### src/rtl/irq_temp_pkg.sv
// Shared constants and types for the interrupt release and temperature sequencer.
// Assumes one master clock drives all device logic and the serial pins arrive asynchronously.
package irq_temp_pkg;

   // Serial register addresses, six bits wide.
   localparam logic [5:0] ADDR_MODE      = 6'h09;
   localparam logic [5:0] ADDR_IRQ_EN    = 6'h0A;
   localparam logic [5:0] ADDR_STATUS    = 6'h0B;
   localparam logic [5:0] ADDR_STAT_CLR  = 6'h0C;
   localparam logic [5:0] ADDR_TEMP      = 6'h20;

   // Field positions.
   localparam int         CMD_WRITE_BIT  = 7;
   localparam int         MODE_TEMP_BIT  = 5;
   localparam int         TEMP_EVENT_BIT = 5;

   // Values after reset.
   localparam logic [15:0] MODE_RESET    = 16'h0000;
   localparam logic [15:0] IRQ_EN_RESET  = 16'h0000;
   localparam logic [15:0] STATUS_RESET  = 16'h0000;
   localparam logic [7:0]  TEMP_RESET    = 8'h00;

   // Transfer lengths in serial clock bits.
   localparam logic [4:0] CMD_BITS         = 5'h08;
   localparam logic [4:0] WIDE_REG_BITS    = 5'h10;
   localparam logic [4:0] TEMP_REG_BITS    = 5'h08;
   localparam logic [4:0] STATUS_HOLD_BITS = 5'h0F;

   // Conversion time in master clock periods; one period equals one clk cycle.
   localparam int         TEMP_MCLK_PERIODS = 96;
   localparam int         TEMP_CYCLES       = TEMP_MCLK_PERIODS * 1;

   typedef struct packed {
      logic sclk;
      logic cs_n;
      logic din;
   } spi_pins_type;

   typedef enum logic [1:0] {
      PHASE_CMD,
      PHASE_WRITE,
      PHASE_READ,
      PHASE_DONE
   } phase_type;

endpackage : irq_temp_pkg

### src/rtl/irq_temp_sequencer.sv
// Serial register port, interrupt request line and temperature conversion sequencer.
// Assumes clk is the master clock input and that serial pins come from another domain.
//
// Operation
// - A status read-with-reset releases the request line at the last falling serial edge of the command byte.
// - The line stays released until the fifteenth status bit has been shifted out.
// - After that the line goes low again only if an enabled flag is still pending.
// - Setting mode bit 5 arms a temperature conversion that starts at the next voltage zero crossing.
// - At that zero crossing the sensor is routed into the current channel converter.
// - The temperature result is written to its 8-bit register 96 master clock periods after the crossing.
// - Completion pulls the request line low when enable bit 5 is set.
// - The reading is two's complement, about 1.5 codes per degree, 0x00 near minus 25 degrees, uncalibrated.
// - Flags set on events regardless of enables, and any enabled set flag pulls the line low except during a read-with-reset hold.
// - Reading address 0x0C returns the status flags and then clears them.
// - An event arriving during the read-with-reset stays pending and is signalled afterwards.
`timescale 1ns/1ps
////////////////////////////////////////////////////////////////////////////////
module irq_temp_sequencer (
   input  wire logic                       clk,
   input  wire logic                       reset,
   input  wire irq_temp_pkg::spi_pins_type spi_pins,
   input  wire logic [15:0]                event_in,
   input  wire logic                       zero_cross,
   input  wire logic [7:0]                 sensor_code,
   output logic                            dout,
   output logic                            dout_oe,
   output logic                            irq_n_out,
   output logic                            irq_n_oe,
   output logic                            temp_route
);
   import irq_temp_pkg::*;

   spi_pins_type pins_meta_q;
   spi_pins_type pins_q;
   spi_pins_type pins_prev_q;

   phase_type    phase_q,    phase_d;
   logic [4:0]   bits_q,     bits_d;
   logic [4:0]   width_q,    width_d;
   logic [7:0]   cmd_q,      cmd_d;
   logic [15:0]  shift_q,    shift_d;
   logic [15:0]  mode_q,     mode_d;
   logic [15:0]  irq_en_q,   irq_en_d;
   logic [15:0]  status_q,   status_d;
   logic [7:0]   temp_q,     temp_d;
   logic         hold_q,     hold_d;
   logic         armed_q,    armed_d;
   logic         conv_q,     conv_d;
   logic [6:0]   conv_cnt_q, conv_cnt_d;
   logic         irq_oe_q,   irq_oe_d;

   logic         sclk_fall;
   logic         sclk_rise;
   logic         selected;
   logic         temp_done;
   logic [15:0]  events;
   logic [7:0]   cmd_next;
   logic [15:0]  wr_next;
   logic [5:0]   addr;

   function automatic logic [4:0] reg_width(input logic [5:0] a);
      reg_width = (a == ADDR_TEMP) ? TEMP_REG_BITS : WIDE_REG_BITS;
   endfunction : reg_width

   ////////////////////////////////////////////////////////////////////////////
   always_comb begin
      sclk_fall  = pins_prev_q.sclk & ~pins_q.sclk;
      sclk_rise  = ~pins_prev_q.sclk & pins_q.sclk;
      selected   = ~pins_q.cs_n;
      temp_done  = conv_q && (conv_cnt_q == 7'(TEMP_CYCLES - 1));
      events     = event_in;
      events[TEMP_EVENT_BIT] = event_in[TEMP_EVENT_BIT] | temp_done;
      cmd_next   = {cmd_q[6:0], pins_q.din};
      wr_next    = {shift_q[14:0], pins_q.din};
      addr       = cmd_next[5:0];

      phase_d    = phase_q;
      bits_d     = bits_q;
      width_d    = width_q;
      cmd_d      = cmd_q;
      shift_d    = shift_q;
      mode_d     = mode_q;
      irq_en_d   = irq_en_q;
      status_d   = status_q | events;
      temp_d     = temp_q;
      hold_d     = hold_q;
      armed_d    = armed_q;
      conv_d     = conv_q;
      conv_cnt_d = conv_cnt_q;

      // Temperature sequence. Arming is consumed by the crossing so one set gives one result.
      if (armed_q && zero_cross) begin
         armed_d    = 1'b0;
         conv_d     = 1'b1;
         conv_cnt_d = 7'h00;
      end else if (conv_q) begin
         conv_cnt_d = conv_cnt_q + 7'h01;
         if (temp_done) begin
            temp_d  = sensor_code;
            conv_d  = 1'b0;
            mode_d[MODE_TEMP_BIT] = 1'b0;
         end
      end

      if (!selected) begin
         // Deselect ends any frame; a cut-short status read must not leave the line parked high.
         phase_d = PHASE_CMD;
         bits_d  = 5'h00;
         shift_d = 16'h0000;
         hold_d  = 1'b0;
      end else begin
         unique case (phase_q)
            PHASE_CMD: begin
               if (sclk_fall) begin
                  cmd_d  = cmd_next;
                  bits_d = bits_q + 5'h01;
                  if (bits_q == CMD_BITS - 5'h01) begin
                     bits_d  = 5'h00;
                     width_d = reg_width(addr);
                     if (cmd_next[CMD_WRITE_BIT]) begin
                        phase_d = PHASE_WRITE;
                     end else begin
                        phase_d = PHASE_READ;
                        unique case (addr)
                           ADDR_MODE:   shift_d = mode_q;
                           ADDR_IRQ_EN: shift_d = irq_en_q;
                           ADDR_STATUS: shift_d = status_q;
                           ADDR_STAT_CLR: begin
                              shift_d  = status_q;
                              status_d = events;
                              hold_d   = 1'b1;
                           end
                           ADDR_TEMP:   shift_d = {temp_q, 8'h00};
                           default:     shift_d = 16'h0000;
                        endcase
                     end
                  end
               end
            end
            PHASE_WRITE: begin
               if (sclk_fall) begin
                  shift_d = wr_next;
                  bits_d  = bits_q + 5'h01;
                  if (bits_q == width_q - 5'h01) begin
                     phase_d = PHASE_DONE;
                     if (cmd_q[5:0] == ADDR_MODE) begin
                        mode_d = wr_next;
                        armed_d = wr_next[MODE_TEMP_BIT];
                     end
                     if (cmd_q[5:0] == ADDR_IRQ_EN) begin
                        irq_en_d = wr_next;
                     end
                  end
               end
            end
            PHASE_READ: begin
               if (sclk_rise && bits_q != 5'h00) begin
                  shift_d = {shift_q[14:0], 1'b0};
               end
               if (sclk_fall) begin
                  bits_d = bits_q + 5'h01;
                  if (bits_q == STATUS_HOLD_BITS - 5'h01) begin
                     hold_d = 1'b0;
                  end
                  if (bits_q == width_q - 5'h01) begin
                     phase_d = PHASE_DONE;
                  end
               end
            end
            PHASE_DONE: begin
               shift_d = 16'h0000;
            end
         endcase
      end

      // Any enabled flag, including ones set mid-read, drives the line once the hold ends.
      irq_oe_d = |(status_d & irq_en_d) & ~hold_d;
   end

   ////////////////////////////////////////////////////////////////////////////
   always_ff @(posedge clk or posedge reset) begin
      if (reset) begin
         // The serial clock rests high, so the synchroniser starts there to avoid a false edge.
         pins_meta_q <= '{sclk: 1'b1, cs_n: 1'b1, din: 1'b0};
         pins_q      <= '{sclk: 1'b1, cs_n: 1'b1, din: 1'b0};
         pins_prev_q <= '{sclk: 1'b1, cs_n: 1'b1, din: 1'b0};
         phase_q     <= PHASE_CMD;
         bits_q      <= 5'h00;
         width_q     <= WIDE_REG_BITS;
         cmd_q       <= 8'h00;
         shift_q     <= 16'h0000;
         mode_q      <= MODE_RESET;
         irq_en_q    <= IRQ_EN_RESET;
         status_q    <= STATUS_RESET;
         temp_q      <= TEMP_RESET;
         hold_q      <= 1'b0;
         armed_q     <= 1'b0;
         conv_q      <= 1'b0;
         conv_cnt_q  <= 7'h00;
         irq_oe_q    <= 1'b0;
      end else begin
         pins_meta_q <= spi_pins;
         pins_q      <= pins_meta_q;
         pins_prev_q <= pins_q;
         phase_q     <= phase_d;
         bits_q      <= bits_d;
         width_q     <= width_d;
         cmd_q       <= cmd_d;
         shift_q     <= shift_d;
         mode_q      <= mode_d;
         irq_en_q    <= irq_en_d;
         status_q    <= status_d;
         temp_q      <= temp_d;
         hold_q      <= hold_d;
         armed_q     <= armed_d;
         conv_q      <= conv_d;
         conv_cnt_q  <= conv_cnt_d;
         irq_oe_q    <= irq_oe_d;
      end
   end

   // The request pin is open drain: it only ever pulls low.
   assign irq_n_out  = 1'b0;
   assign irq_n_oe   = irq_oe_q;
   assign dout       = shift_q[15];
   assign dout_oe    = selected;
   assign temp_route = conv_q;

endmodule : irq_temp_sequencer

### config.mk
export PLATFORM = sky130hd
export DESIGN_NAME = irq_temp_sequencer
export DESIGN_NICKNAME = d
export VERILOG_FILES = /design/src/rtl/irq_temp_pkg.sv /design/src/rtl/irq_temp_sequencer.sv
export SDC_FILE = /design/constraint.sdc
export NUM_CORES = 1
export LEC_CHECK = 0
export BUFFER_PORTS_ARGS = -buffer_cell sky130_fd_sc_hd__buf_4
export CAP_MARGIN = 20
export CORE_ASPECT_RATIO = 0.7
export CORE_MARGIN = 4
export CORE_UTILIZATION = 40
export CTS_CLUSTER_DIAMETER = 150
export DETAILED_ROUTE_END_ITERATION = 6
export SYNTH_ARGS = -nofsm -noshare
export SYNTH_HDL_FRONTEND = slang
export SYNTH_SLANG_ARGS = --single-unit
export TNS_END_PERCENT = 5
### constraint.sdc
create_clock -name clk -period 4.8 [get_ports clk]
set_clock_uncertainty 0.1 [all_clocks]
set_input_delay 0.48 -clock clk [delete_from_list [all_inputs] [get_ports clk]]
set_output_delay 0.48 -clock clk [all_outputs]
set_load 0.02 [all_outputs]
==> key figures <==
Run status
  – Status: finished clean

Synthesis
  – Post-synth top area share: 52.07%
  – Mean Syn Cell Area: 11.55 um^2
  – Cell taking the most area after synthesis: dfrtp_1
  – Post-synth top cells: 100 x dfrtp_1, 47 x mux2_2, 43 x nand2_1, 33 x a21oi_1, 21 x clkbuf_1
  – Top-count cell post-synth: dfrtp_1
  – Post-Syn Nets: 453
  – Synth Flop Type: dfrtp_1
  – Mapped Area: 4806 um^2
  – Cell count after synthesis: 416
  – Cell variety after synth: 49
  – Synth warnings: 0
  – Yosys reg bits: 106
  – Top cells by area, synth: dfrtp_1 52%, mux2_2 11%, a21oi_1 3.4%
  – Synth async-reset ratio: 100.0%
  – Post-synth EDFFs: 0
  – Seq/Total Area, Yosys: 55.35%

Cells and area
  – Final core utilization: 46.96%
  – Nets: 478
  – ANT cells: 0
  – Fraction of layout cells with a size suffix above 1: 26.46%
  – Non-Filler Instances: 603
  – Area Growth Syn to Fin: 14.58%

Global routing
  – Initial antenna violation count: 0
  – First-pass GRT wire length: 19010 um
  – Total gr overflow: 0
  – Vias in the first global route: 3432
  – All-layer global routing usage: 17.34%
  – Largest net degree at the start of global routing: 72

Pwr
  – Maximum vdd drop: 0.2176 mV
  – Switching power: 601.1 uW
  – Share of total power in combinational logic: 13.5%
  – Internal power: 1571 uW
  – Clock share of power: 35.2%
  – PwrDens: 394.5 nW/um^2
  – Leakage power: 0.002449 uW
  – Total power draw: 2172 uW
  – Reg power frac: 51.3%
  – Sw Ratio: 27.67%

Route
  – DRC Markers: 0
  – Via count: 3365
  – Routed wire per std cell: 19.02 um
  – Iteration-0 DRC Markers: 370
  – Routed wl met3: 521 um
  – Total wire length: 11470 um
  – Vias per Instance: 5.580
  – M1 WL: 6013 um
  – DRT antenna net count: 0
  – First drt pass iteration count: 5
  – Met2 WL: 4867 um
  – DR top layer: met4

Clock network
  – Hold Buf Count CTS: 0
  – Worst-path clk slew: 0.08 ns
  – Post_cts resized: 0
  – H-tree levels: 3
  – CTS Sinks: 106
  – Clk Latency, worst-skew pair: 0.35 ns
  – CTS tree: done
  – Clk buf depth: 2
  – Root Driver: clkbuf_16
  – Post-CTS Setup Repair Bufs: 0
  – Num CTS Buffers: 9

Placement
  – GPL Wtd Cong: 0.8269
  – Placed cell count: 587
  – # port buffers: 33
  – Detailed placement HPWL: 7560 um

Timing
  – Relative slew slack: 26.55%
  – Least-Margin Pin Slew: 1.099 ns
  – Slew Limit Fails: 0
  – TNS Setup: 0 ns
  – Endpoints failing hold: 0
  – Final min period: 3.216 ns
  – Final Setup Violations: 0
  – Fmax: 311.0 MHz
  – RSZ-0062 raised after global routing: false
  – Fin crit share: 66.99%
  – Hold WS: 0.1309 ns

Worst setup path
  – Crit-path max FO: 16
  – Worst EP required: 4.94 ns
  – Crit path kind: flop to flop
  – CP endpoint kind: flop
  – Crit path DAT: 3.35 ns
  – Setup crit start kind: flop
  – Reg2Reg Depth: 8

Floorplan
  – Die Area: 13860 um^2
  – DIE WIDTH: 139.0 um
  – Core area: 11730 um^2
  – Initial Util: 40.98%
  – # IOs: 35
  – Die H: 99.71 um
  – Rows: 33

Worst hold path
  – Hold Path Class: input port to flop
  – Hold Path Cell Cnt: 1

Job
  – Maxcap violations: 0
per-stage QoR:
stage	worst slack [ns]	area (um^2)
final	1.584	5507
after detailed placement	1.623	5196
after floorplan	1.441	4806
after CTS	1.604	5507
after global placement	1.783	5196
after global routing	1.344	5507
per-layer routing:
| metal | up-vias | global-route usage [%] |
|---|---|---|
| li1 | 1580 | - |
| met1 | 1710 | 26.97 |
| met2 | 68 | 24.80 |
| met3 | 7 | 4.229 |
| met4 | 0 | 2.932 |
| met5 | - | 0 |
worst max-delay path: stages (launching register included):
cell,delay [ns]
dfrtp_1,0.42
ha_1,0.26
nand4bb_1,0.25
or4_1,0.59
or2_1,0.48
a211o_1,0.40
a22oi_1,0.27
nand4_1,0.14
o21ba_1,0.20
power groups by stage:
| stage | Clock [uW] | Sequential (uW) | Combinational (uW) |
|---|---|---|---|
| global route | 822 | 1130 | 330 |
| floorplan | 0 | 1090 | 231 |
| detailed placement | 0 | 1130 | 296 |
| global placement | 0 | 1130 | 289 |
| CTS | 786 | 1110 | 297 |
| finish | 765 | 1110 | 292 |
cell usage in the layout, fill, tap and decap left out, types with 8 or more instances in the layout:
cell type and count:
mux2_2 47, buf_4 40, inv_1 10, a222oi_1 8
a22oi_1 16, clkbuf_16 9, nand2_1 43, a21oi_1 32
nor2_1 13, and3_1 10, o21ai_0 9, a21o_1 16
o41ai_1 16, dfrtp_1 100
logic make-up (layout without fill, tap and decap cells):
group           count (synthesis)  count (layout)  share of synthesized area [%]
compound gates                104             104                          15.07
xor+xnor                        7               7                          1.276
fa+ha+maj                       7               7                          1.822
buf+inv                        37              67                          3.306
flops                         106             106                          55.35
mux                            50              50                          11.64
other cells                     1               1                        0.07803
simple gates                  104             104                          11.46
final timing paths:
kind                                               start                   endpoint  slack (ns)
max in group asynchronous                          reset     shift_q[9]$_DFFE_PP0P_        3.37
min in group asynchronous                          reset  conv_cnt_q[4]$_DFFE_PP0P_        0.23
worst max register to register     bits_q[1]$_DFFE_PP0P_         irq_n_oe$_DFF_PP0_        1.58
worst min-delay path                         spi_pins[2]   pins_meta_q[2]$_DFF_PP1_        0.13
worst max-delay path               bits_q[1]$_DFFE_PP0P_         irq_n_oe$_DFF_PP0_        1.58
worst min register to register  pins_meta_q[1]$_DFF_PP1_        pins_q[1]$_DFF_PP1_        0.26
flip-flops by register name (all words and copies together), names as in the netlist, 2 cells and up:
register	flops
irq_en_q	16
mode_q	16
shift_q	16
status_q	16
temp_q	8
cmd_q	7
conv_cnt_q	7
bits_q	5
pins_meta_q	3
phase_q	2
pins_q	2
width_q	2
cell type report:
class	count	area (um^2)
multi-input combinational	273	1996
fill	1102	6220
clock buffer	9	225.2
inverter	11	43.79
tap	157	196.4
clock inverter	7	85.08
timing repair buffer	40	300.3
sequential	106	2660
(Power assumes the default switching activity.)
